<file path="src/verilog/uart_reset_defs.svh">
// Register offsets, reset values and field positions of the UART core.
`ifndef UART_RESET_DEFS_SVH
`define UART_RESET_DEFS_SVH
`define ADR_HOLD      5'h00
`define ADR_IRQ_EN    5'h01
`define ADR_ISR_FCR   5'h02
`define ADR_LINE_CTL  5'h03
`define ADR_MODEM_CTL 5'h04
`define ADR_LINE_STAT 5'h05
`define ADR_MODEM_ST  5'h06
`define ADR_SCRATCH   5'h07
`define ADR_DIV_LOW   5'h08
`define ADR_DIV_HIGH  5'h09
`define ADR_ENH_FEAT  5'h0A
`define ADR_XTRA_FEAT 5'h0B
`define ADR_IR_WIDTH  5'h0C
`define ADR_RESUME1   5'h0D
`define ADR_RESUME2   5'h0E
`define ADR_PAUSE1    5'h0F
`define ADR_PAUSE2    5'h10
`define ADR_EVT_STAT  5'h11
`define ADR_EVT_MASK  5'h12
`define RST_ZERO      8'h00
`define RST_SCRATCH   8'hFF
`define ISR_NONE      8'h01
`define ISR_MODEM     8'h00
`define ISR_THRE      8'h02
`define LSR_IDLE      8'h60
`define ENH_BIT       4
`define MCR_IR_BIT    6
`define MCR_OUT2_BIT  3
`define ENH_IER_MASK  8'hF0
`define ENH_MCR_MASK  8'hE0
`define SUB_LAST      4'hF
`define IR_SUB_PULSE  4'h3
`define FRAME_BITS    4'hA
`endif

</file>
<file path="src/verilog/uart_reset_pkg.sv">
// Types of the UART core state.
`default_nettype none
package uart_reset_pkg;
  typedef struct packed {
    logic [7:0] irq_enable;
    logic [7:0] fifo_control;
    logic [7:0] line_control;
    logic [7:0] modem_control;
    logic [7:0] extra_feature_control;
    logic [7:0] infrared_pulse_width;
    logic [7:0] scratch_byte;
    logic [7:0] enhanced_feature_control;
    logic [7:0] resume_char_one;
    logic [7:0] resume_char_two;
    logic [7:0] pause_char_one;
    logic [7:0] pause_char_two;
    logic [3:0] msr_delta;
    logic [3:0] modem_prev;
    logic       primed;
    logic       bus_isa;
    logic [1:0] event_status;
    logic [1:0] event_mask;
    logic [7:0] read_data;
    logic [9:0] tx_shift;
    logic [3:0] tx_bits;
    logic [3:0] tx_sub;
    logic [15:0] baud_count;
    logic       hold_full;
    logic [7:0] ir_count;
    logic       tx_line;
    logic       ir_pulse;
  } uart_state_type;
endpackage
`default_nettype wire

</file>
<file path="src/verilog/uart_reset_state_map.sv">
// UART core: register file, reset state, transmitter and interrupt pins.
`include "uart_reset_defs.svh"
`default_nettype none
module uart_reset_state_map
  import uart_reset_pkg::*;
(
  input  wire logic       core_clk,
  input  wire logic       reset,
  input  wire logic [4:0] addr,
  input  wire logic [7:0] wdata,
  input  wire logic       wr_strobe,
  input  wire logic       rd_strobe,
  output logic      [7:0] rdata,
  input  wire logic       isa_mode_strap,
  input  wire logic       cts_n,
  input  wire logic       dsr_n,
  input  wire logic       ri_n,
  input  wire logic       cd_n,
  output logic            serial_tx,
  output logic            infrared_tx_out_n,
  output logic            rts_n,
  output logic            dtr_n,
  output logic            general_out_one_n,
  output logic            general_out_two_n,
  output logic            transmit_ready_n,
  output logic            receive_ready_n,
  output logic            irq_out,
  output logic            pc_request_line_a,
  output logic            pc_request_line_a_oe,
  output logic            pc_request_line_b,
  output logic            pc_request_line_b_oe,
  output logic            pc_request_line_c,
  output logic            pc_request_line_c_oe
);

  // ****************************************
  // State and helpers
  // ****************************************

  uart_state_type st;       // Registered state.
  uart_state_type next_st;  // Next state.
  logic [7:0] divisor_low_byte;   // Baud divisor, low byte.
  logic [7:0] divisor_high_byte;  // Baud divisor, high byte.
  logic [7:0] transmit_holding;   // Byte waiting to be sent.
  logic [3:0] modem_level;        // Active-high modem input levels.
  logic [7:0] modem_status;       // Modem status as read.
  logic [7:0] line_status;        // Line status as read.
  logic [7:0] irq_source_status;  // Interrupt source as read.
  logic       tx_busy;            // A frame is on the line.
  logic       baud_tick;          // Sixteen-times bit rate enable.
  logic       irq;                // Unmasked event pending.
  logic       wr_hold;            // Write to the holding byte.

  // Merges a write into a register, keeping protected bits.
  function automatic logic [7:0] merge(input logic [7:0] old_v,
                                       input logic [7:0] new_v,
                                       input logic [7:0] keep);
    merge = (old_v & keep) | (new_v & ~keep);
  endfunction

  // Tests an address against one offset.
  function automatic logic hit(input logic [4:0] a, input logic [4:0] o);
    hit = (a == o);
  endfunction

  // ****************************************
  // Derived status
  // ****************************************

  // Inputs are active low; status shows them active high.
  assign modem_level = {~cd_n, ~ri_n, ~dsr_n, ~cts_n};
  assign modem_status = {modem_level, st.msr_delta};
  assign tx_busy = (st.tx_bits != 4'h0);
  assign line_status = {1'b0, ~st.hold_full & ~tx_busy, ~st.hold_full, 5'h00};
  assign wr_hold = wr_strobe & hit(addr, `ADR_HOLD);
  assign irq = |(st.event_status & st.event_mask);

  // Interrupt source: modem change first, then holding empty.
  always_comb begin
    if (st.irq_enable[3] && (st.msr_delta != 4'h0)) begin
      irq_source_status = `ISR_MODEM;
    end else if (st.irq_enable[1] && st.event_status[1]) begin
      irq_source_status = `ISR_THRE;
    end else begin
      irq_source_status = `ISR_NONE;
    end
  end

  // Baud tick: zero divisor stops the transmitter.
  assign baud_tick = ({divisor_high_byte, divisor_low_byte} != 16'h0000) &&
                     (st.baud_count == 16'h0000);

  // ****************************************
  // Unreset storage
  // ****************************************

  // Divisor and holding byte hold whatever was last written.
  // no reset on these bytes
  always_ff @(posedge core_clk) begin
    if (wr_strobe && hit(addr, `ADR_DIV_LOW)) begin
      divisor_low_byte <= wdata;
    end
    if (wr_strobe && hit(addr, `ADR_DIV_HIGH)) begin
      divisor_high_byte <= wdata;
    end
    if (wr_hold) begin
      transmit_holding <= wdata;
    end
  end

  // ****************************************
  // Next state
  // ****************************************

  always_comb begin
    logic [7:0] keep_ier;  // Protected interrupt enable bits.
    logic [7:0] keep_mcr;  // Protected modem control bits.
    logic [3:0] delta_set; // Modem input changes this cycle.
    logic [1:0] evt_set;   // Events raised this cycle.
    logic       new_bit;   // A bit period starts.
    keep_ier = 8'h00;
    keep_mcr = 8'h00;
    delta_set = 4'h0;
    evt_set = 2'b00;
    new_bit = 1'b0;
    next_st = st;
    // Enhanced bits are writable only while the enable bit is set.
    if (!st.enhanced_feature_control[`ENH_BIT]) begin
      keep_ier = `ENH_IER_MASK;
      keep_mcr = `ENH_MCR_MASK;
    end
    // Bus mode is caught once, in the first cycle after release.
    next_st.primed = 1'b1;
    if (!st.primed) begin
      next_st.bus_isa = isa_mode_strap;
    end
    // Register writes.
    if (wr_strobe) begin
      unique case (addr)
        `ADR_IRQ_EN:    next_st.irq_enable = merge(st.irq_enable, wdata, keep_ier);
        `ADR_ISR_FCR:   next_st.fifo_control = wdata;
        `ADR_LINE_CTL:  next_st.line_control = wdata;
        `ADR_MODEM_CTL: next_st.modem_control = merge(st.modem_control, wdata, keep_mcr);
        `ADR_SCRATCH:   next_st.scratch_byte = wdata;
        `ADR_ENH_FEAT:  next_st.enhanced_feature_control = wdata;
        `ADR_XTRA_FEAT: begin
          if (st.enhanced_feature_control[`ENH_BIT]) begin
            next_st.extra_feature_control = wdata;
          end
        end
        `ADR_IR_WIDTH: begin
          if (st.enhanced_feature_control[`ENH_BIT]) begin
            next_st.infrared_pulse_width = wdata;
          end
        end
        `ADR_RESUME1:   next_st.resume_char_one = wdata;
        `ADR_RESUME2:   next_st.resume_char_two = wdata;
        `ADR_PAUSE1:    next_st.pause_char_one = wdata;
        `ADR_PAUSE2:    next_st.pause_char_two = wdata;
        `ADR_EVT_MASK:  next_st.event_mask = wdata[1:0];
        default: begin
        end
      endcase
    end
    // Register reads, presented for exactly one cycle.
    next_st.read_data = 8'h00;
    if (rd_strobe) begin
      unique case (addr)
        `ADR_IRQ_EN:    next_st.read_data = st.irq_enable;
        `ADR_ISR_FCR:   next_st.read_data = irq_source_status;
        `ADR_LINE_CTL:  next_st.read_data = st.line_control;
        `ADR_MODEM_CTL: next_st.read_data = st.modem_control;
        `ADR_LINE_STAT: next_st.read_data = line_status;
        `ADR_MODEM_ST:  next_st.read_data = modem_status;
        `ADR_SCRATCH:   next_st.read_data = st.scratch_byte;
        `ADR_DIV_LOW:   next_st.read_data = divisor_low_byte;
        `ADR_DIV_HIGH:  next_st.read_data = divisor_high_byte;
        `ADR_ENH_FEAT:  next_st.read_data = st.enhanced_feature_control;
        `ADR_XTRA_FEAT: next_st.read_data = st.extra_feature_control;
        `ADR_RESUME1:   next_st.read_data = st.resume_char_one;
        `ADR_RESUME2:   next_st.read_data = st.resume_char_two;
        `ADR_PAUSE1:    next_st.read_data = st.pause_char_one;
        `ADR_PAUSE2:    next_st.read_data = st.pause_char_two;
        `ADR_EVT_STAT:  next_st.read_data = {6'h00, st.event_status};
        `ADR_EVT_MASK:  next_st.read_data = {6'h00, st.event_mask};
        default:        next_st.read_data = 8'h00;
      endcase
    end
    // Modem input change flags; a new change beats the read clear.
    next_st.modem_prev = modem_level;
    if (st.primed) begin
      delta_set = modem_level ^ st.modem_prev;
    end
    if (rd_strobe && hit(addr, `ADR_MODEM_ST)) begin
      next_st.msr_delta = 4'h0;
    end
    next_st.msr_delta = next_st.msr_delta | delta_set;
    evt_set[0] = |delta_set;
    // Holding byte accepted by the core.
    if (wr_hold) begin
      next_st.hold_full = 1'b1;
    end
    // Baud divider down-counter.
    if (baud_tick) begin
      next_st.baud_count = {divisor_high_byte, divisor_low_byte} - 16'h0001;
    end else if (st.baud_count != 16'h0000) begin
      next_st.baud_count = st.baud_count - 16'h0001;
    end
    // Frame start: start bit, eight data bits, stop bit.
    if (!tx_busy && st.hold_full) begin
      next_st.tx_shift = {1'b1, transmit_holding, 1'b0};
      next_st.tx_bits = `FRAME_BITS;
      next_st.tx_sub = 4'h0;
      next_st.hold_full = wr_hold;
      evt_set[1] = 1'b1;
      new_bit = 1'b1;
    end else if (tx_busy && baud_tick) begin
      if (st.tx_sub == `SUB_LAST) begin
        next_st.tx_sub = 4'h0;
        next_st.tx_shift = {1'b1, st.tx_shift[9:1]};
        next_st.tx_bits = st.tx_bits - 4'h1;
        new_bit = 1'b1;
      end else begin
        next_st.tx_sub = st.tx_sub + 4'h1;
      end
    end
    // Sticky events: set wins over the write-one clear.
    if (wr_strobe && hit(addr, `ADR_EVT_STAT)) begin
      next_st.event_status = st.event_status & ~wdata[1:0];
    end
    next_st.event_status = next_st.event_status | evt_set;
    // Programmed pulse width counts core clocks from bit start.
    if (new_bit) begin
      next_st.ir_count = st.infrared_pulse_width;
    end else if (st.ir_count != 8'h00) begin
      next_st.ir_count = st.ir_count - 8'h01;
    end
    // Line level: idle mark between frames and in infrared mode.
    // mark level when idle
    next_st.tx_line = 1'b1;
    if (next_st.tx_bits != 4'h0 && !st.modem_control[`MCR_IR_BIT]) begin
      next_st.tx_line = next_st.tx_shift[0];
    end
    // Infrared: pulse only on zero bits while a frame runs.
    // 3/16 pulse at zero width
    next_st.ir_pulse = 1'b0;
    if (st.modem_control[`MCR_IR_BIT] && next_st.tx_bits != 4'h0 && !next_st.tx_shift[0]) begin
      if (st.infrared_pulse_width == 8'h00) begin
        next_st.ir_pulse = (next_st.tx_sub < `IR_SUB_PULSE);
      end else begin
        next_st.ir_pulse = (next_st.ir_count != 8'h00);
      end
    end
  end

  // ****************************************
  // State register
  // ****************************************

  // Reset loads the power-on register values.
  always_ff @(posedge core_clk or posedge reset) begin
    if (reset) begin
      st <= '0;
      st.scratch_byte <= `RST_SCRATCH;
      st.tx_line <= 1'b1;
    end else begin
      st <= next_st;
    end
  end

  // ****************************************
  // Outputs
  // ****************************************

  assign rdata = st.read_data;
  assign serial_tx = st.tx_line;
  assign infrared_tx_out_n = st.ir_pulse;
  assign dtr_n = ~st.modem_control[0];
  assign rts_n = ~st.modem_control[1];
  assign general_out_one_n = ~st.modem_control[2];
  assign general_out_two_n = ~st.modem_control[3];
  assign transmit_ready_n = st.hold_full;
  assign receive_ready_n = 1'b1;
  assign irq_out = ~st.bus_isa & irq;
  // request lines driven only when gated on
  assign pc_request_line_a = irq;
  assign pc_request_line_b = irq;
  assign pc_request_line_c = irq;
  assign pc_request_line_a_oe = st.bus_isa & st.modem_control[`MCR_OUT2_BIT] &
                                (st.extra_feature_control[1:0] == 2'd0);
  assign pc_request_line_b_oe = st.bus_isa & st.modem_control[`MCR_OUT2_BIT] &
                                (st.extra_feature_control[1:0] == 2'd1);
  assign pc_request_line_c_oe = st.bus_isa & st.modem_control[`MCR_OUT2_BIT] &
                                st.extra_feature_control[1];
endmodule
`default_nettype wire

</file>
<file path="config.mk">
export PLATFORM = sky130hd
export DESIGN_NAME = uart_reset_state_map
export DESIGN_NICKNAME = d
export VERILOG_FILES = /design/src/verilog/uart_reset_pkg.sv /design/src/verilog/uart_reset_state_map.sv
export VERILOG_INCLUDE_DIRS = /design/src /design/src/verilog
export SDC_FILE = /design/constraint.sdc
export NUM_CORES = 1
export LEC_CHECK = 0
export BUFFER_PORTS_ARGS = -buffer_cell sky130_fd_sc_hd__buf_2
export CAP_MARGIN = 20
export CORE_MARGIN = 5
export CORE_UTILIZATION = 55
export CTS_BUF_LIST = sky130_fd_sc_hd__clkbuf_16
export DETAILED_ROUTE_END_ITERATION = 16
export HOLD_SLACK_MARGIN = 0.06
export PLACE_DENSITY = 0.72
export SYNTH_ARGS = -nofsm -noshare
export SYNTH_HDL_FRONTEND = slang
export SYNTH_SLANG_ARGS = --single-unit
export TNS_END_PERCENT = 1
</file>
<file path="constraint.sdc">
create_clock -name core_clk -period 4.9 [get_ports core_clk]
set_input_delay 0 -clock core_clk [delete_from_list [all_inputs] [get_ports core_clk]]
set_output_delay 0 -clock core_clk [all_outputs]
set_load 0.05 [all_outputs]
</file>
==> out/summary.log, run 1 <==
INFO  clock_tree     clk_path_buf_depth=2
INFO  placement      place_hpwl=14,600um
INFO  final_layout   area_delta_synth_final=12.8%
INFO  yosys          syn_area_per_cell=11.7um2
INFO  routing        detailedRoute.firstPassIterationCount=5
INFO  routing        detail_route.vias_per_cell=6.41
INFO  timing         fin_worst_skew=0.0112ns
INFO  timing         max_slew.worst_pin.slew=1.02ns
INFO  global_route   antenna_found_initial=0
INFO  critical_path  timing_worst_setup_path_type=reg -> reg
INFO  floorplan      floorplan.rows=45
INFO  status         run_status=completed
INFO  timing         max_clock_freq=0.269GHz
INFO  power_and_ir_drop power_density_relative_to_cell_area=435mW/mm2
INFO  power_and_ir_drop p_comb_share=18.4%
INFO  floorplan      floorplan.initialDensity=55.6%
INFO  timing         relSlewSlack=31.6%
INFO  final_layout   antenna_cells=0
INFO  hold_path      hold_path_class=in -> reg
INFO  timing         rsz0062_at_grt=no
INFO  global_route   groute.usage.overall=24.9%
INFO  global_route   first_global_vias=6,291
INFO  clock_tree     h_tree_levels=4
INFO  yosys          synth_cells=715
INFO  critical_path  reg2reg_depth=12
INFO  clock_tree     cts_setup_buffers=0
INFO  placement      placement.io_buffers=43
INFO  floorplan      dieWidth=133um
INFO  critical_path  rr_startpoint=st[18]
INFO  final_layout   final_util=62.7%
INFO  global_route   grt_max_degree=100
INFO  yosys          most_instantiated_flip_flop_cell_in_the_synthesis_netlist=dfrtp_1
INFO  critical_path  reg2reg_to=st[25]
INFO  clock_tree     clock_sink_count=179
INFO  yosys          synth_seq_area_share=55.0%
INFO  yosys          synth_largest_type_area_fraction=43.6%
INFO  placement      gp_congestion=0.929
INFO  critical_path  worstPathCellList=nor4_4, nand2b_1, nor2_1, a21oi_1, ha_1, or3b_1, nor3_1, o311ai_1, a211oi_1, nor4b_1, a211oi_1, nor3_1
INFO  yosys          post_synth_main_area_contributors=dfrtp_1, mux2_2, edfxtp_1
INFO  critical_path  worstSetupStartpointType=flip-flop
INFO  power_and_ir_drop internal_power=0.00289W
INFO  routing        number_of_vias_after_detailed_routing=6,171
INFO  clock_tree     cts_tree=done
INFO  timing         post-route-period-util=75.8%
INFO  power_and_ir_drop power.ir.vdd_worst=264uV
INFO  floorplan      die_area=0.0178mm2
INFO  routing        post-route-drc-count=0
INFO  timing         setup-tns-final=0ns
INFO  clock_tree     worst_setup_hold_path_clk_slew=0.07ns
INFO  power_and_ir_drop power_leakage=4.10nW
INFO  routing        wl_per_cell=22.1um
INFO  floorplan      design.core.area=0.0151mm2
INFO  final_layout   nets=788
INFO  power_and_ir_drop power.share.clock=34.1%
INFO  critical_path  highest_cell_delay_on_the_worst_timing_path=0.56ns
INFO  floorplan      num_io_pins=45
INFO  yosys          synth_area_leader_cell=dfrtp_1
INFO  final_layout   layout-drive-gt1-share=24.3%
INFO  timing         timing.final.setup_violations=0
INFO  global_route   grt_pass1_wl=34,800um
INFO  power_and_ir_drop power.share.sequential=47.5%
INFO  clock_tree     tritoncts.num_buffers=17
INFO  power_and_ir_drop netSwitchingPower=0.00123W
INFO  timing         slew_violations=0
INFO  critical_path  reg2reg_slack=1.18ns
INFO  hold_path      hold_path.startpoint=wr_strobe
INFO  yosys          post_synth_edffs=24
INFO  yosys          post_synth_most_frequent_cells=dfrtp_1, mux2_2, nand2_1
INFO  timing         post-route-min-period=3.72ns
INFO  clock_tree     clockRootBuffer=clkbuf_16
INFO  critical_path  critical_path_peak_fanout=10
INFO  routing        totalWireLength=21,300um
INFO  job            cap_violations=0
INFO  routing        antenna_left=0
INFO  yosys          synthesis.area=0.00839mm2
INFO  final_layout   final_cell_count_without_fillers=962
INFO  yosys          ys_seq_elements=179
INFO  hold_path      min_delay_path_depth=4
INFO  clock_tree     clock_insertion_delay_worst_skew=0.43ns
INFO  yosys          synthArstFlopShare=86.6%
INFO  yosys          ys_warn_count=0
INFO  clock_tree     holdBufCountCts=15
INFO  floorplan      y_dimension_of_the_die=133um
INFO  timing         hold_violations=0
INFO  routing        drt-initial-drc-count=644
INFO  yosys          synth.most_common_cell=dfrtp_1
INFO  yosys          synth_cell_type_count=68
INFO  critical_path  cpMaxStageDelayCell=a211oi_1
INFO  critical_path  endpoint_required_time_on_the_critical_path=5.24ns
INFO  placement      place.detailed.instances=914
INFO  critical_path  worst_setup_path_end_kind=flip-flop
INFO  hold_path      hold_path_end=st[56]
INFO  power_and_ir_drop netSwitchingFraction=29.8%
INFO  global_route   grt-ovfl-total=0
INFO  clock_tree     cts_resized=0
INFO  critical_path  arrival=4.05ns
## through the flow
stage | hold slack (ns) | instance area, um2 | power (W) | setup WS [ns]
after floorplan | 0.0594 | 8390 | 0.00251 | 0.737
after global placement | 0.192 | 8700 | 0.00266 | 1.57
after detailed placement | 0.195 | 8700 | 0.00272 | 1.32
after CTS | 0.0639 | 9450 | 0.00413 | 1.30
after global routing | 0.0815 | 9460 | 0.00430 | 0.928
final | 0.0817 | 9460 | 0.00412 | 1.18
## placed cells by master, fill, tap and decap left out, types with 4 or more instances in the layout
master / count
dfrtp_1: 146
mux2_2: 86
nand2_1: 57
nor2_1: 47
buf_2: 44
edfxtp_1: 24
inv_1: 22
a22oi_1: 21
nor3_1: 17
o21ai_0: 17
clkbuf_16: 17
a21oi_1: 16
dlygate4sd3_1: 15
a211oi_1: 13
a221oi_1: 13
a31oi_1: 13
mux2i_1: 12
o21ai_1: 11
xnor2_1: 10
a22o_1: 9
dfstp_2: 9
mux2_1: 8
a21o_1: 7
nand4_1: 7
nor2b_1: 7
xor2_1: 7
or4_1: 6
a222oi_1: 6
nand3_1: 6
o31ai_1: 6
buf_4: 6
and2_1: 5
and3_1: 5
ha_1: 5
nor4b_1: 4
nor3b_1: 4
or3_1: 4
inv_6: 4
## logic make-up (layout without fill, tap and decap cells)
| kind of cell | Yosys count | after routing | synth area share (%) |
|---|---|---|---|
| compound gates | 152 | 152 | 12.9 |
| xor+xnor | 17 | 17 | 1.78 |
| fa+ha+maj | 5 | 5 | 0.746 |
| buf+inv | 61 | 119 | 3.37 |
| flops | 179 | 179 | 55.0 |
| mux | 106 | 106 | 14.1 |
| other cells | 1 | 2 | 0.0447 |
| simple gates | 194 | 194 | 12.1 |
## power by group through the flow
stage / registers [W] / clock network [W] / logic, W
3_5_place_dp: 0.00197 / 0 / 0.000745
5_1_grt: 0.00199 / 0.00148 / 0.000829
2_1_floorplan: 0.00194 / 0 / 0.000569
6_report: 0.00196 / 0.00141 / 0.000756
3_3_place_gp: 0.00196 / 0 / 0.000705
4_1_cts: 0.00195 / 0.00142 / 0.000757
## worst max path at each step
| stage | cells after the start | slack [ns] | from | end |
|---|---|---|---|---|
| floorplan | 1 | 0.74 | reset | async pin |
| global placement | 12 | 1.57 | st[18] | st[25] |
| detailed placement | 12 | 1.32 | st[18] | st[25] |
| CTS | 12 | 1.30 | st[18] | st[25] |
| global route | 12 | 0.93 | st[18] | st[25] |
| finish | 12 | 1.18 | st[18] | st[25] |
## critical path, delay by kind of cell (launching register included)
family | cells | cell delay, ns
flops | 1 | 0.48
fa+ha+maj | 1 | 0.24
simple gates | 7 | 1.78
compound gates | 4 | 1.13
## area by class of cell
cell class / count / area (um2)
inverters: 22 / 87.6
clock buffers: 17 / 425
well taps: 188 / 235
clock inverters: 15 / 180
multi-input cells: 476 / 3500
fillers: 1178 / 5630
repair buffers: 65 / 415
flip-flops and latches: 179 / 4610
## flip-flops by register name, indices dropped and copies added (netlist names), named ones only
name / count
rdata: 8
transmit_ready_n: 1
transmit_holding: 8
infrared_tx_out_n: 1
divisor_low_byte: 8
st: 133
modem_status: 4
serial_tx: 1
divisor_high_byte: 8
## routing by layer
layer | part of all wire (%) | global-route usage [%]
met5 | 0 | 0
met4 | 2.8 | 9.49
met3 | 6.3 | 5.74
met2 | 49 | 40.3
met1 | 42 | 33.0
No activity file was read; power rests on OpenSTA's default activity.
==> run 2: changes to the inputs <==
- ABC_AREA: not set -> 1
- PLACE_DENSITY: 0.72 -> 0.75
- clock period: 4.9 -> 3.4 ns (I/O delays scaled with it)
==> out/summary.log, run 2 <==
INFO  clock_tree     h_tree_levels=4
INFO  status         run_status=completed
INFO  power_and_ir_drop power.ir.vdd_worst=439uV
INFO  hold_path      hold_path_end=st[54]
INFO  final_layout   layout-drive-gt1-share=13.8%
INFO  routing        number_of_vias_after_detailed_routing=7,109
INFO  yosys          syn_area_per_cell=8.53um2
INFO  job            cap_violations=0
INFO  routing        antenna_left=0
INFO  clock_tree     worst_setup_hold_path_clk_slew=0.07ns
INFO  critical_path  reg2reg_depth=11
INFO  critical_path  endpoint_required_time_on_the_critical_path=3.73ns
INFO  final_layout   largest_register_ff_count=133
INFO  clock_tree     clk_path_buf_depth=2
INFO  routing        totalWireLength=21,900um
INFO  floorplan      die_area=0.0184mm2
INFO  floorplan      dieWidth=136um
INFO  timing         post-route-period-util=71.6%
INFO  placement      placement.io_buffers=43
INFO  final_layout   area_delta_synth_final=12.2%
INFO  final_layout   layout.cells.most_common=nand2_1
INFO  floorplan      floorplan.initialDensity=55.3%
INFO  critical_path  worstSetupStartpointType=flip-flop
INFO  clock_tree     clock_insertion_delay_worst_skew=0.44ns
INFO  critical_path  arrival=2.76ns
INFO  floorplan      design.core.area=0.0157mm2
INFO  critical_path  timing_worst_setup_path_type=reg -> reg
INFO  clock_tree     cts_tree=done
INFO  yosys          synth_cell_type_count=54
INFO  yosys          synth.most_common_cell=nand2_1
INFO  placement      place_hpwl=15,400um
INFO  critical_path  cpMaxStageDelayCell=dfrtp_1
INFO  final_layout   largest_reg_by_ff_count=st
INFO  yosys          ys_warn_count=0
INFO  routing        detailedRoute.firstPassIterationCount=7
INFO  yosys          synthArstFlopShare=86.6%
INFO  timing         relSlewSlack=34.7%
INFO  clock_tree     clockRootBuffer=clkbuf_16
INFO  critical_path  rr_startpoint=st[27]
INFO  yosys          most_instantiated_flip_flop_cell_in_the_synthesis_netlist=dfrtp_1
INFO  timing         slew_violations=0
INFO  yosys          synth_area_leader_cell=dfrtp_1
INFO  global_route   groute.usage.overall=24.9%
INFO  global_route   antenna_found_initial=0
INFO  final_layout   n_fill_cell=1,331
INFO  clock_tree     tritoncts.num_buffers=17
INFO  floorplan      y_dimension_of_the_die=136um
INFO  global_route   grt_max_degree=97
INFO  yosys          post_synth_most_frequent_cells=nand2_1, dfrtp_1, o21ai_0
INFO  yosys          ys_seq_elements=179
INFO  critical_path  critical_path_peak_fanout=13
INFO  critical_path  highest_cell_delay_on_the_worst_timing_path=0.41ns
INFO  timing         fin_worst_skew=0.00828ns
INFO  timing         post-route-min-period=2.44ns
INFO  routing        wl_per_cell=16.9um
INFO  hold_path      hold_path_class=in -> reg
INFO  yosys          synth_cells=1,019
INFO  yosys          synth_largest_type_area_fraction=42.0%
INFO  final_layout   layout.area.seq=0.00461mm2
INFO  hold_path      hold_path.startpoint=addr[0]
INFO  final_layout   final_cell_mix=nand2_1, dfrtp_1, o21ai_0, inv_1, nor2_1
INFO  critical_path  reg2reg_slack=0.96ns
INFO  timing         setup-tns-final=0ns
INFO  routing        drt-initial-drc-count=796
INFO  yosys          synthesis.area=0.00869mm2
INFO  final_layout   nets=1,093
INFO  hold_path      min_delay_path_depth=4
INFO  critical_path  worstPathCellList=ha_1, nand3_1, clkinv_1, nand4_4, nand2_2, nand2_1, nand2_1, nor2_1, nand3_1, nor2_1, nor2_1
INFO  final_layout   antenna_cells=0
INFO  critical_path  worst_setup_path_end_kind=flip-flop
INFO  timing         timing.final.setup_violations=0
INFO  global_route   first_global_vias=6,718
INFO  routing        post-route-drc-count=0
INFO  timing         max_clock_freq=0.411GHz
INFO  timing         rsz0062_at_grt=no
INFO  final_layout   multi_input_comb_area=0.00340mm2
INFO  global_route   grt-ovfl-total=0
INFO  placement      gp_congestion=0.895
INFO  clock_tree     clock_sink_count=179
INFO  floorplan      num_io_pins=45
INFO  critical_path  reg2reg_to=infrared_tx_out_n
INFO  yosys          synth_seq_area_share=53.1%
INFO  floorplan      floorplan.rows=46
INFO  timing         hold_violations=0
INFO  power_and_ir_drop power_density_relative_to_cell_area=598mW/mm2
INFO  yosys          post_synth_main_area_contributors=dfrtp_1, nand2_1, edfxtp_1
INFO  power_and_ir_drop power_leakage=4.67nW
INFO  routing        detail_route.vias_per_cell=5.49
INFO  critical_path  cpMostUsedCell=nor2_1
INFO  yosys          post_synth_edffs=24
INFO  timing         max_slew.worst_pin.slew=0.974ns
INFO  global_route   grt_pass1_wl=35,300um
INFO  clock_tree     cts_resized=0
INFO  power_and_ir_drop p_total=0.00583W
==> run 2: cell count changes in the layout (fill, tap and decap cells not counted), moves of 11 or more <==
cell     change
a22oi_1     -21
nand2_2     +11
nand3_1     +57
inv_2       +18
inv_1       +83
mux2_2      -85
mux2i_1     -12
nor2_2      +13
nor2_1      +20
nand2_1    +222
o21ai_0     +95
==> run 2: kinds of logic (layout without fill, tap and decap cells) <==
logic type / Yosys count / count (layout) / synth area share, %
adders and majority gates: 5 / 5 / 0.720
buffers and inverters: 161 / 220 / 7.80
other: 1 / 2 / 0.0432
muxes: 1 / 1 / 0.130
xor gates and xnor gates: 12 / 12 / 1.21
AOI/OAI and AO/OA: 174 / 174 / 11.5
DFF: 179 / 179 / 53.1
and+or+nand+nor: 486 / 486 / 25.6
==> run 2: stage by stage <==
| step | hold WS, ns | cells | setup WS, ns | util (%) | instance area [um2] |
|---|---|---|---|---|---|
| 2_1_floorplan | 0.0594 | 1020 | 1.37 | - | 8700 |
| 3_3_place_gp | 0.108 | 1246 | 1.10 | 57.4 | 9010 |
| 3_5_place_dp | 0.111 | 1246 | 1.02 | 57.4 | 9010 |
| 4_1_cts | 0.0839 | 1295 | 0.980 | 62.1 | 9750 |
| 5_1_grt | 0.139 | 1295 | 0.737 | 62.1 | 9750 |
| 6_report | 0.0977 | 1295 | 0.965 | 62.1 | 9750 |
==> run 2: how the worst max path moves through the flow <==
stage	start	endpoint	slack (ns)	cells past startpoint
floorplan	st[56]	irq_out	1.37	4
global placement	st[27]	infrared_tx_out_n	1.10	11
detailed placement	st[27]	infrared_tx_out_n	1.02	11
CTS	st[27]	infrared_tx_out_n	0.98	11
global route	st[27]	infrared_tx_out_n	0.74	11
finish	st[27]	infrared_tx_out_n	0.96	11
==> run 2: repair_timing <==
action,4_1_cts,5_1_grt
hold buffers,17,0
buffers inserted,0,0
hold endpoints to repair,72,0
==> run 2: area by class of cell <==
cell class / count / area share, %
Clock inverter: 14 / 1.23
Timing Repair Buffer: 64 / 4.39
Tap cell: 216 / 2.77
Sequential cell: 179 / 47.3
Clock buffer: 18 / 4.62
Inverter: 124 / 4.81
Multi-Input combinational cell: 680 / 34.9
==> run 2: metal layers <==
layer / global-route usage, % / up-vias / share of wire [%]
li1: - / 3416 / -
met1: 35.4 / 3394 / 44
met2: 39.3 / 253 / 48
met3: 4.49 / 46 / 6.2
met4: 7.56 / 0 / 2.1
met5: 0 / - / 0
==> run 2: critical path, delay by kind of cell, from the launching register on <==
kind | cells | cell delay (ns)
fa+ha+maj | 1 | 0.24
flops | 1 | 0.41
simple gates | 9 | 1.31
buf+inv | 1 | 0.37
==> run 2: power breakdown <==
| group | internal [W] | switching [W] |
|---|---|---|
| clock network | 0.00111 | 0.000813 |
| registers | 0.00249 | 0.000171 |
| logic | 0.000407 | 0.000845 |
